## src/verilog/adcr_pkg.sv

```systemverilog
// constants for the serial configuration register bank
package adcr_pkg;
    // frame layout
    localparam int FRAME_BITS = 24;
    localparam int RW_BIT = 23;
    localparam int ADDR_MSB = 19;
    localparam logic [4:0] FRAME_LAST = 5'h17;
    // register offsets
    localparam logic [11:0] REG_RESET = 12'h000;
    localparam logic [11:0] REG_PAGE_ENABLE = 12'h005;
    localparam logic [11:0] REG_DOWNCONV_MODE = 12'h02c;
    localparam logic [11:0] REG_DECIMATION_RATIO = 12'h02d;
    localparam logic [11:0] REG_AVERAGING_CTRL = 12'h02e;
    localparam logic [11:0] REG_FORMAT_POWERDOWN = 12'h033;
    localparam logic [11:0] REG_FAST_PD_CAPTURE_SEL = 12'h034;
    localparam logic [11:0] REG_OSC_SELECT_AB = 12'h03b;
    localparam logic [11:0] REG_OSC_SELECT_CD = 12'h041;
    localparam logic [11:0] REG_SYSREF_WINDOW_MONITOR = 12'h22f;
    localparam logic [11:0] REG_PIN_FUNCTION_MODE = 12'h234;
    localparam logic [11:0] REG_OSC_SELECT_SOURCE = 12'h235;
    // page enable bits
    localparam int PG_ANALOG = 6;
    localparam int PG_CALIB = 5;
    localparam int PG_DCONV_CD = 4;
    localparam int PG_DCONV_AB = 3;
    localparam int PG_LINK = 2;
    localparam int PG_DIGITAL = 1;
    // field positions
    localparam int WIDE_OUT_BIT = 7;
    localparam int BAND_LSB = 5;
    localparam int REAL_BIT = 1;
    localparam int BYPASS_BIT = 0;
    localparam int DECIM_LSB = 4;
    localparam int AVG_ON_BIT = 3;
    localparam int AVG_CNT_LSB = 1;
    localparam int FORMAT_BIT = 3;
    localparam int SLEEP_BIT = 1;
    localparam int FAST_PD_BIT = 6;
    localparam int CAPTURE_LSB = 4;
    localparam int METHOD_LSB = 5;
    localparam int PINFN_LSB = 0;
    // reset values, fixed bits and field codes
    localparam logic [7:0] RST_ZERO = 8'h00;
    localparam logic [7:0] MON_FIXED = 8'h81;
    localparam logic [7:0] SRC_ALL_REG = 8'hff;
    localparam logic [1:0] AVG_TWO = 2'h1;
    localparam logic [2:0] PINFN_OSC = 3'h3;
    localparam logic [1:0] METHOD_FAST = 2'h2;
    localparam logic [4:0] WIDE_PAD = 5'h0c;
endpackage : adcr_pkg

```

## src/verilog/adcr_regs.sv

```systemverilog
// serial-port configuration register bank with digital page decode
`timescale 1ns/10ps
module adcr_regs (
    // clock and reset
    input wire logic clk_in,
    input wire logic rst_n_in,
    // serial port pins
    input wire logic serial_select_n_in,
    input wire logic sclk_in,
    input wire logic sdio_in,
    output logic sdio_out,
    output logic sdio_oe_out,
    // sysref monitor observation
    input wire logic sysref_in,
    input wire logic [4:0] window_obs_in,
    // page access grants
    output logic analog_bank_enable_out,
    output logic calibration_bank_enable_out,
    output logic downconv_cd_bank_enable_out,
    output logic downconv_ab_bank_enable_out,
    output logic serial_link_bank_enable_out,
    output logic digital_bank_enable_out,
    // datapath controls
    output logic wide_output_out,
    output logic [4:0] wide_pad_bits_out,
    output logic dual_band_out,
    output logic real_decim_select_out,
    output logic osc_zero_out,
    output logic filter_bypass_out,
    output logic [7:0] decim_factor_out,
    output logic averaging_active_out,
    output logic twos_complement_out,
    output logic global_sleep_out,
    output logic fast_powerdown_out,
    output logic [1:0] capture_channel_out,
    // oscillator selection
    output logic [15:0] osc_index_out,
    output logic osc_from_regs_out,
    output logic fast_serial_select_out,
    output logic [2:0] pin_function_out
);
    typedef struct packed {
        logic [7:0] page;
        logic [7:0] mode;
        logic [7:0] decim;
        logic [7:0] avg;
        logic [7:0] fmt;
        logic [7:0] fpd;
        logic [7:0] osc_ab;
        logic [7:0] osc_cd;
        logic [7:0] mon;
        logic [7:0] pinfn;
        logic [7:0] src;
        logic [7:0] dcab;
        logic [7:0] dccd;
        logic rst_bit;
        logic [23:0] shift;
        logic [4:0] cnt;
        logic sclk_d;
        logic sysref_d;
        logic [4:0] obs;
        logic rd_active;
        logic [7:0] rd_data;
        logic sdo;
        logic sdo_oe;
        logic [7:0] factor;
        logic [58:0] outs;
    } adcr_state_t;
    adcr_state_t st_r, st_nxt;
    logic ss_n_s, sclk_s, sdio_s, sysref_s;
    logic [4:0] obs_s;
    adcr_sync u_sync_ss (.clk_in(clk_in), .rst_n_in(rst_n_in),
        .d_in(serial_select_n_in), .q_out(ss_n_s));
    adcr_sync u_sync_sclk (.clk_in(clk_in), .rst_n_in(rst_n_in),
        .d_in(sclk_in), .q_out(sclk_s));
    adcr_sync u_sync_sdio (.clk_in(clk_in), .rst_n_in(rst_n_in),
        .d_in(sdio_in), .q_out(sdio_s));
    adcr_sync u_sync_sref (.clk_in(clk_in), .rst_n_in(rst_n_in),
        .d_in(sysref_in), .q_out(sysref_s));
    // window flags are captured only at the sysref edge, so skew settles first
    for (genvar g = 0; g < 5; g++) begin : g_obs
        adcr_sync u_sync_obs (.clk_in(clk_in), .rst_n_in(rst_n_in),
            .d_in(window_obs_in[g]), .q_out(obs_s[g]));
    end
    localparam logic [7:0] RST_VAL = adcr_pkg::RST_ZERO;
    function automatic logic [7:0] rd_mux(input adcr_state_t s, input logic [11:0] a);
        logic [7:0] v;
        v = RST_VAL;
        unique case (a)
            adcr_pkg::REG_RESET: v = {7'h00, s.rst_bit};
            adcr_pkg::REG_PAGE_ENABLE: v = s.page;
            adcr_pkg::REG_DOWNCONV_MODE: v = s.mode;
            adcr_pkg::REG_DECIMATION_RATIO: v = s.decim;
            adcr_pkg::REG_AVERAGING_CTRL: v = s.avg;
            adcr_pkg::REG_FORMAT_POWERDOWN: v = s.fmt;
            adcr_pkg::REG_FAST_PD_CAPTURE_SEL: v = s.fpd;
            adcr_pkg::REG_OSC_SELECT_AB: v = s.osc_ab;
            adcr_pkg::REG_OSC_SELECT_CD: v = s.osc_cd;
            adcr_pkg::REG_SYSREF_WINDOW_MONITOR: v = s.mon;
            adcr_pkg::REG_PIN_FUNCTION_MODE: v = s.pinfn;
            adcr_pkg::REG_OSC_SELECT_SOURCE: v = s.src;
            default: v = RST_VAL;
        endcase
        return v;
    endfunction : rd_mux
    logic sclk_rise, sclk_fall, write_now;
    logic [23:0] frame;
    logic [11:0] addr;
    logic [7:0] wdata;
    logic [2:0] dcode;
    logic byp, dconv;
    always_comb begin
        st_nxt = st_r;
        sclk_rise = sclk_s & ~st_r.sclk_d;
        sclk_fall = ~sclk_s & st_r.sclk_d;
        frame = {st_r.shift[22:0], sdio_s};
        addr = frame[adcr_pkg::ADDR_MSB:8];
        wdata = frame[7:0];
        write_now = 1'b0;
        st_nxt.sclk_d = sclk_s;
        st_nxt.sysref_d = sysref_s;
        if (ss_n_s) begin
            st_nxt.cnt = 5'h00;
            st_nxt.rd_active = 1'b0;
            st_nxt.sdo_oe = 1'b0;
        end else if (sclk_rise) begin
            st_nxt.shift = frame;
            if (st_r.cnt == adcr_pkg::FRAME_LAST) begin
                st_nxt.cnt = 5'h00;
                st_nxt.rd_active = 1'b0;
                write_now = ~frame[adcr_pkg::RW_BIT];
            end else begin
                st_nxt.cnt = st_r.cnt + 5'h01;
            end
            // after 16th bit the address is known; load read data
            if (st_r.cnt == 5'h0f && st_r.shift[14]) begin
                st_nxt.rd_active = 1'b1;
                st_nxt.rd_data = rd_mux(st_r, frame[11:0]);
            end
        end else if (sclk_fall && st_r.rd_active) begin
            // data shifts out on falling edges so the host can latch on the next
            st_nxt.sdo = st_r.rd_data[7];
            st_nxt.rd_data = {st_r.rd_data[6:0], 1'b0};
            st_nxt.sdo_oe = 1'b1;
        end else if (sclk_fall) begin
            st_nxt.sdo_oe = 1'b0;
        end
        if (write_now) begin
            unique case (addr)
                adcr_pkg::REG_RESET: st_nxt.rst_bit = wdata[0];
                adcr_pkg::REG_PAGE_ENABLE: st_nxt.page = wdata;
                default: begin
                end
            endcase
            if (st_r.page[adcr_pkg::PG_DIGITAL]) begin
                unique case (addr)
                    adcr_pkg::REG_DOWNCONV_MODE: st_nxt.mode = wdata;
                    adcr_pkg::REG_DECIMATION_RATIO: st_nxt.decim = wdata;
                    adcr_pkg::REG_AVERAGING_CTRL: st_nxt.avg = wdata;
                    adcr_pkg::REG_FORMAT_POWERDOWN: st_nxt.fmt = wdata;
                    adcr_pkg::REG_FAST_PD_CAPTURE_SEL: st_nxt.fpd = wdata;
                    adcr_pkg::REG_OSC_SELECT_AB: st_nxt.osc_ab = wdata;
                    adcr_pkg::REG_OSC_SELECT_CD: st_nxt.osc_cd = wdata;
                    adcr_pkg::REG_PIN_FUNCTION_MODE: st_nxt.pinfn = wdata;
                    adcr_pkg::REG_OSC_SELECT_SOURCE: st_nxt.src = wdata;
                    default: begin
                    end
                endcase
            end
            // shared mirror of a down-converter page location
            if (st_r.page[adcr_pkg::PG_DCONV_AB]) begin
                st_nxt.dcab = wdata;
            end
            if (st_r.page[adcr_pkg::PG_DCONV_CD]) begin
                st_nxt.dccd = wdata;
            end
        end
        // monitor flags: not sticky, replaced at each sysref rise
        if (sysref_s && !st_r.sysref_d) begin
            st_nxt.obs = obs_s;
        end
        st_nxt.mon = adcr_pkg::MON_FIXED | {1'b0, st_nxt.obs, |st_nxt.obs, 1'b0};
        dcode = st_nxt.decim[adcr_pkg::DECIM_LSB +: 3];
        unique case (dcode)
            3'h2: st_nxt.factor = 8'h04;
            3'h3: st_nxt.factor = 8'h08;
            3'h4: st_nxt.factor = 8'h10;
            3'h5: st_nxt.factor = 8'h20;
            3'h6: st_nxt.factor = 8'h40;
            3'h7: st_nxt.factor = 8'h80;
            default: st_nxt.factor = 8'h00;
        endcase
        byp = st_nxt.mode[adcr_pkg::BYPASS_BIT];
        dconv = ~byp;
        st_nxt.outs = {
            st_nxt.page[adcr_pkg::PG_ANALOG], st_nxt.page[adcr_pkg::PG_CALIB],
            st_nxt.page[adcr_pkg::PG_DCONV_CD], st_nxt.page[adcr_pkg::PG_DCONV_AB],
            st_nxt.page[adcr_pkg::PG_LINK], st_nxt.page[adcr_pkg::PG_DIGITAL],
            st_nxt.mode[adcr_pkg::WIDE_OUT_BIT],
            dconv && st_nxt.mode[adcr_pkg::REAL_BIT] == 1'b0
                && st_nxt.mode[adcr_pkg::BAND_LSB +: 2] == 2'h1,
            st_nxt.mode[adcr_pkg::REAL_BIT] & dconv,
            st_nxt.mode[adcr_pkg::REAL_BIT],
            byp,
            st_nxt.factor,
            st_nxt.avg[adcr_pkg::AVG_ON_BIT]
                && st_nxt.avg[adcr_pkg::AVG_CNT_LSB +: 2] == adcr_pkg::AVG_TWO,
            dconv | st_nxt.fmt[adcr_pkg::FORMAT_BIT],
            st_nxt.fmt[adcr_pkg::SLEEP_BIT],
            st_nxt.fpd[adcr_pkg::FAST_PD_BIT],
            st_nxt.fpd[adcr_pkg::CAPTURE_LSB +: 2],
            st_nxt.osc_cd, st_nxt.osc_ab,
            st_nxt.src == adcr_pkg::SRC_ALL_REG,
            st_nxt.src != adcr_pkg::SRC_ALL_REG
                && st_nxt.pinfn[adcr_pkg::METHOD_LSB +: 2] == adcr_pkg::METHOD_FAST,
            st_nxt.pinfn[adcr_pkg::PINFN_LSB +: 3],
            13'h0000};
        // the reset bit holds the bank at defaults while it stays set
        if (st_nxt.rst_bit) begin
            st_nxt.page = RST_VAL;
            st_nxt.mode = RST_VAL;
            st_nxt.decim = RST_VAL;
            st_nxt.avg = RST_VAL;
            st_nxt.fmt = RST_VAL;
            st_nxt.fpd = RST_VAL;
            st_nxt.osc_ab = RST_VAL;
            st_nxt.osc_cd = RST_VAL;
            st_nxt.pinfn = RST_VAL;
            st_nxt.src = RST_VAL;
            st_nxt.dcab = RST_VAL;
            st_nxt.dccd = RST_VAL;
        end
    end
    always_ff @(posedge clk_in) begin
        if (!rst_n_in) begin
            st_r <= '0;
            st_r.mon <= adcr_pkg::MON_FIXED;
        end else begin
            st_r <= st_nxt;
        end
    end
    assign analog_bank_enable_out = st_r.outs[58];
    assign calibration_bank_enable_out = st_r.outs[57];
    assign downconv_cd_bank_enable_out = st_r.outs[56];
    assign downconv_ab_bank_enable_out = st_r.outs[55];
    assign serial_link_bank_enable_out = st_r.outs[54];
    assign digital_bank_enable_out = st_r.outs[53];
    assign wide_output_out = st_r.outs[52];
    // low padding count is constant; fed from the package so it is not retyped
    assign wide_pad_bits_out = adcr_pkg::WIDE_PAD;
    assign dual_band_out = st_r.outs[51];
    assign osc_zero_out = st_r.outs[50];
    assign real_decim_select_out = st_r.outs[49];
    assign filter_bypass_out = st_r.outs[48];
    assign decim_factor_out = st_r.outs[47:40];
    assign averaging_active_out = st_r.outs[39];
    assign twos_complement_out = st_r.outs[38];
    assign global_sleep_out = st_r.outs[37];
    assign fast_powerdown_out = st_r.outs[36];
    assign capture_channel_out = st_r.outs[35:34];
    assign osc_index_out = st_r.outs[33:18];
    assign osc_from_regs_out = st_r.outs[17];
    assign fast_serial_select_out = st_r.outs[16];
    assign pin_function_out = st_r.outs[15:13];
    assign sdio_out = st_r.sdo;
    assign sdio_oe_out = st_r.sdo_oe;
endmodule : adcr_regs

```

## src/verilog/adcr_sync.sv

```systemverilog
// two flip-flop synchroniser for pin inputs
`timescale 1ns/10ps
module adcr_sync (
    // clock and reset
    input wire logic clk_in,
    input wire logic rst_n_in,
    // async level in, synced level out
    input wire logic d_in,
    output logic q_out
);
    typedef struct packed {
        logic s1;
        logic s2;
    } adcr_sync_t;
    adcr_sync_t st_r, st_nxt;
    always_comb begin
        st_nxt.s1 = d_in;
        st_nxt.s2 = st_r.s1;
    end
    always_ff @(posedge clk_in) begin
        if (!rst_n_in) begin
            st_r <= '0;
        end else begin
            st_r <= st_nxt;
        end
    end
    assign q_out = st_r.s2;
endmodule : adcr_sync

```

## config.mk

```make
export PLATFORM = sky130hd
export DESIGN_NAME = adcr_regs
export DESIGN_NICKNAME = d
export VERILOG_FILES = /design/src/verilog/adcr_pkg.sv /design/src/verilog/adcr_regs.sv /design/src/verilog/adcr_sync.sv
export SDC_FILE = /design/constraint.sdc
export NUM_CORES = 1
export LEC_CHECK = 0
export ABC_AREA = 1
export BUFFER_PORTS_ARGS = -buffer_cell sky130_fd_sc_hd__buf_4
export CAP_MARGIN = 0
export CORE_ASPECT_RATIO = 0.9
export CORE_MARGIN = 4
export CORE_UTILIZATION = 51
export CTS_CLUSTER_SIZE = 28
export DETAILED_ROUTE_END_ITERATION = 8
export GPL_TIMING_DRIVEN = 0
export PLACE_DENSITY = 0.75
export SLEW_MARGIN = 20
export SYNTH_ARGS = -nofsm -noshare
export SYNTH_HDL_FRONTEND = slang
export SYNTH_SLANG_ARGS = --single-unit
```

## constraint.sdc

```tcl
create_clock -name clk_in -period 1.9 [get_ports clk_in]
set_input_delay 0 -clock clk_in [delete_from_list [all_inputs] [get_ports clk_in]]
set_output_delay 0 -clock clk_in [all_outputs]
set_load 0.01 [all_outputs]
```

==> parameters.txt <==
Parameter                              Value

Run status
  Run status ... finished, violations left
  Violated checks ... setup timing

Global route
  Leftover overflow at the end of global routing ... 0
  First-pass GRT wire length ... 38600 µm
  Largest net degree at the start of global routing ... 20
  Number of global-route vias before repair ... 7231
  Overall track demand over capacity in global routing ... 0.269
  Initial antenna violation count ... 0

Critical path
  Worst endpoint data arrival time ... 2260 ps
  Worst reg2reg endpoint ... downconv_cd_bank_enable_out
  Setup crit start ... st_r[85]
  FF-to-FF path depth ... 11
  Highest net fanout along the worst path ... 8
  Critical Path Sink Type ... flop
  Startpoint Class ... flop
  Crit Path Class ... reg -> reg
  Reg-to-reg slack, setup ... -30 ps
  Required time of the critical path ... 2230 ps
  Reg2Reg Launch Point ... st_r[85]

Drt
  Antenna Nets Post-Route ... 0
  Vias per cell ... 5.39
  Via count of the routed design ... 7939
  Violation count after the first detailed-routing iteration ... 953
  Routed length per placed instance ... 17.3 µm
  Wire length after detailed routing ... 25500 µm
  TritonRoute pass-1 iters ... 8
  DRC errors left ... 0

Timing
  Setup tns final ... -312 ps
  Upper clock frequency limit ... 518 MHz
  Count of final hold-check violations ... 0
  Slew of the pin with the lowest slew margin ... 1160 ps
  Final setup viols ... 31
  Worst setup margin ... -28.7 ps
  Setup clock skew after layout ... 8.35 ps
  Final slew viol count ... 0
  Final cycle utilization of the critical path ... 1.02
  Rel. slew slack ... 0.224
  Shortest period the worst path allows ... 1930 ps
  Unrepaired setup endpoints after global routing ... yes

Logic synthesis
  Post-synthesis instance area ... 8540 µm²
  Dominant cell type by area after synthesis ... sky130_fd_sc_hd__dfxtp_1
  Main area contributors after synthesis ... sky130_fd_sc_hd__dfxtp_1 45%, sky130_fd_sc_hd__nand2_1 8.7%, sky130_fd_sc_hd__nor2_1 8.0%
  Adder and majority gate portion of the synthesized area ... 0.00293
  Fraction of the mapped netlist area in compound gates ... 0.0837
  Number of distinct library cell variants in the gate-level netlist after synthesis ... 44
  Yosys top cell area share ... 0.445
  Fraction of synthesized cell area in xor and xnor cells ... 0.00205
  Combinational family with the most area after synthesis ... simple AND/OR/NAND/NOR gates
  Simple-gate share of the synthesized area ... 0.320
  Number of flip-flops and latches in the synthesized netlist ... 190
  Mux share of post-synthesis cell area ... 0.0305
  Mean instance size in the synthesized netlist ... 7.62 µm²
  Number of instances in the synthesized netlist ... 1121
  Sequential element share of the synthesized area ... 0.445
  Synthesis Warnings ... 0

Power and ir drop
  Leakage dissipation ... 4.77 nW
  Power density of the placed cells ... 743 nW/µm²
  Highest ir drop seen on vdd ... 0.654 mV

Placement
  Number of placed cells counting well taps ... 1389
  # port buffers ... 56
  DP HPWL ... 17400 µm
  Dpl ws ... -255 ps
  Gp weighted congestion ... 0.951

Clocking
  CTS H-tree depth ... 4
  Clock tree sinks ... 190
  TritonCTS clock tree ... built
  Maximum number of buffers from clock root to sink ... 2
  Buffer type at the clock tree root ... sky130_fd_sc_hd__clkbuf_16
  Reg clk slew, reported paths ... 80 ps
  TritonCTS buffer count ... 17
  Worst-skew pair later-pin latency ... 440 ps

Floorplan
  Number of core rows ... 44
  Die Area ... 18900 µm²
  Die W ... 144 µm
  Area of the core ... 16300 µm²
  Die height ... 131 µm
  # IOs ... 64
  Starting utilization of the core area ... 0.524

Layout
  Most frequent standard cell in the layout excluding fill and tap cells ... sky130_fd_sc_hd__nand2_1
  Fraction of final layout cells with drive strength greater than 1 ... 0.290
  Commonest non-fill, non-tap cells in the layout ... 186 x sky130_fd_sc_hd__nand2_1, 180 x sky130_fd_sc_hd__dfxtp_1, 147 x sky130_fd_sc_hd__nor2_1, 123 x sky130_fd_sc_hd__buf_4, 112 x sky130_fd_sc_hd__nand3_1
  NumNets Final ... 1265
  Antenna cells ... 0
  Finished Layout Cells ... 1472
  Layout Area Growth over Synthesis ... 28.5%

Min path
  Hold worst-path end ... g_obs[1].u_sync_obs.st_nxt[0]
  Hold path startpoint ... window_obs_in[1]
  Min-delay worst type ... in -> reg
  Worst hold path stage count ... 4

Run
  Max-capacitance violation count ... 0
## report_power, final
part	leakage (nW)	internal [mW]	switching, mW
registers	1.54	4.03	0.0472
clock network	0.279	1.74	1.77
logic	2.94	0.173	0.393
total	4.77	5.95	2.21
## through the flow
stage	utilization	area [µm²]	hold WS, ps	total power [mW]
2_1_floorplan	-	8560	97.6	4.46
3_3_place_gp	0.567	9240	185	4.61
3_5_place_dp	0.567	9240	185	4.61
4_1_cts	0.630	10300	265	8.11
5_1_grt	0.673	11000	292	8.36
6_report	0.673	11000	280	8.15
## worst max-delay path, cell delays in order (launching register included)
cell and delay [ps]:
sky130_fd_sc_hd__dfxtp_2 360, sky130_fd_sc_hd__ha_4 150, sky130_fd_sc_hd__nand2_4 70, sky130_fd_sc_hd__inv_4 70, sky130_fd_sc_hd__nand3_4 70, sky130_fd_sc_hd__nor2_4 170
sky130_fd_sc_hd__buf_12 130, sky130_fd_sc_hd__nand2_1 140, sky130_fd_sc_hd__nor2_4 230, sky130_fd_sc_hd__inv_2 120, sky130_fd_sc_hd__o21ai_1 220, sky130_fd_sc_hd__nor2_1 80
## layer usage
| layer | routed length [µm] | track usage | vias up |
|---|---|---|---|
| li1 | - | - | 3849 |
| met1 | 11000 | 0.379 | 3660 |
| met2 | 11300 | 0.405 | 347 |
| met3 | 2280 | 0.0517 | 83 |
| met4 | 962 | 0.114 | 0 |
| met5 | 0 | 0 | - |
## state kept, by name (all words and copies together), names as in the netlist, 3 cells and up
register and flops:
decim_factor_out 6, osc_index_out 16, st_r 103, addr 12, frame 11, g_obs.u_sync_obs.st_nxt 5
g_obs.u_sync_obs.q_out 5, pin_function_out 3
## cells in the mapped netlist (all sizes together)
master  count
nand4      30
xor2        2
o211ai      1
or2         5
ha          2
clkinv      1
buf        62
o22ai       5
o211a       1
a21oi      58
a211oi      1
conb        2
dfxtp     190
nand3b      1
o21a        3
nand2     205
a31oi       1
clkbuf     19
nor2      203
and3        1
mux2i      26
inv       113
nand3     126
o21ai      49
nor3       14
## what timing repair did
item,in CTS,in global routing
buffers inserted,14,22
endpoints found under the hold margin,13,0
gates cloned,4,1
hold buffers,10,0
resized for setup,52,131
pin swaps,10,24
setup endpoints to repair,128,129
## final cells by class
type | instances | area [µm²]
Tap cell | 207 | 259
Clock buffer | 17 | 425
Buffer | 81 | 634
Clock inverter | 15 | 146
Timing Repair Buffer | 104 | 905
Inverter | 114 | 454
Multi-Input combinational cell | 744 | 4330
Sequential cell | 190 | 3820
Fill cell | 1324 | 5320
## worst max-delay path by stage
stage / to / slack (ps) / cells after the start
after floorplan: osc_index_out[10] / 190 / 9
after global placement: osc_index_out[12] / -190 / 9
after detailed placement: osc_index_out[0] / -260 / 9
after CTS: fast_serial_select_out / 10 / 12
after global routing: downconv_cd_bank_enable_out / -150 / 11
final: downconv_cd_bank_enable_out / -30 / 11
## cell families (layout without fill, tap and decap cells)
| family | count (synthesis) | in the layout |
|---|---|---|
| xor+xnor | 2 | 2 |
| flops | 190 | 190 |
| other cells | 2 | 7 |
| fa+ha+maj | 2 | 2 |
| buf+inv | 195 | 331 |
| simple gates | 585 | 588 |
| mux | 26 | 26 |
| compound gates | 119 | 119 |
No activity file was read; power rests on OpenSTA's default activity.
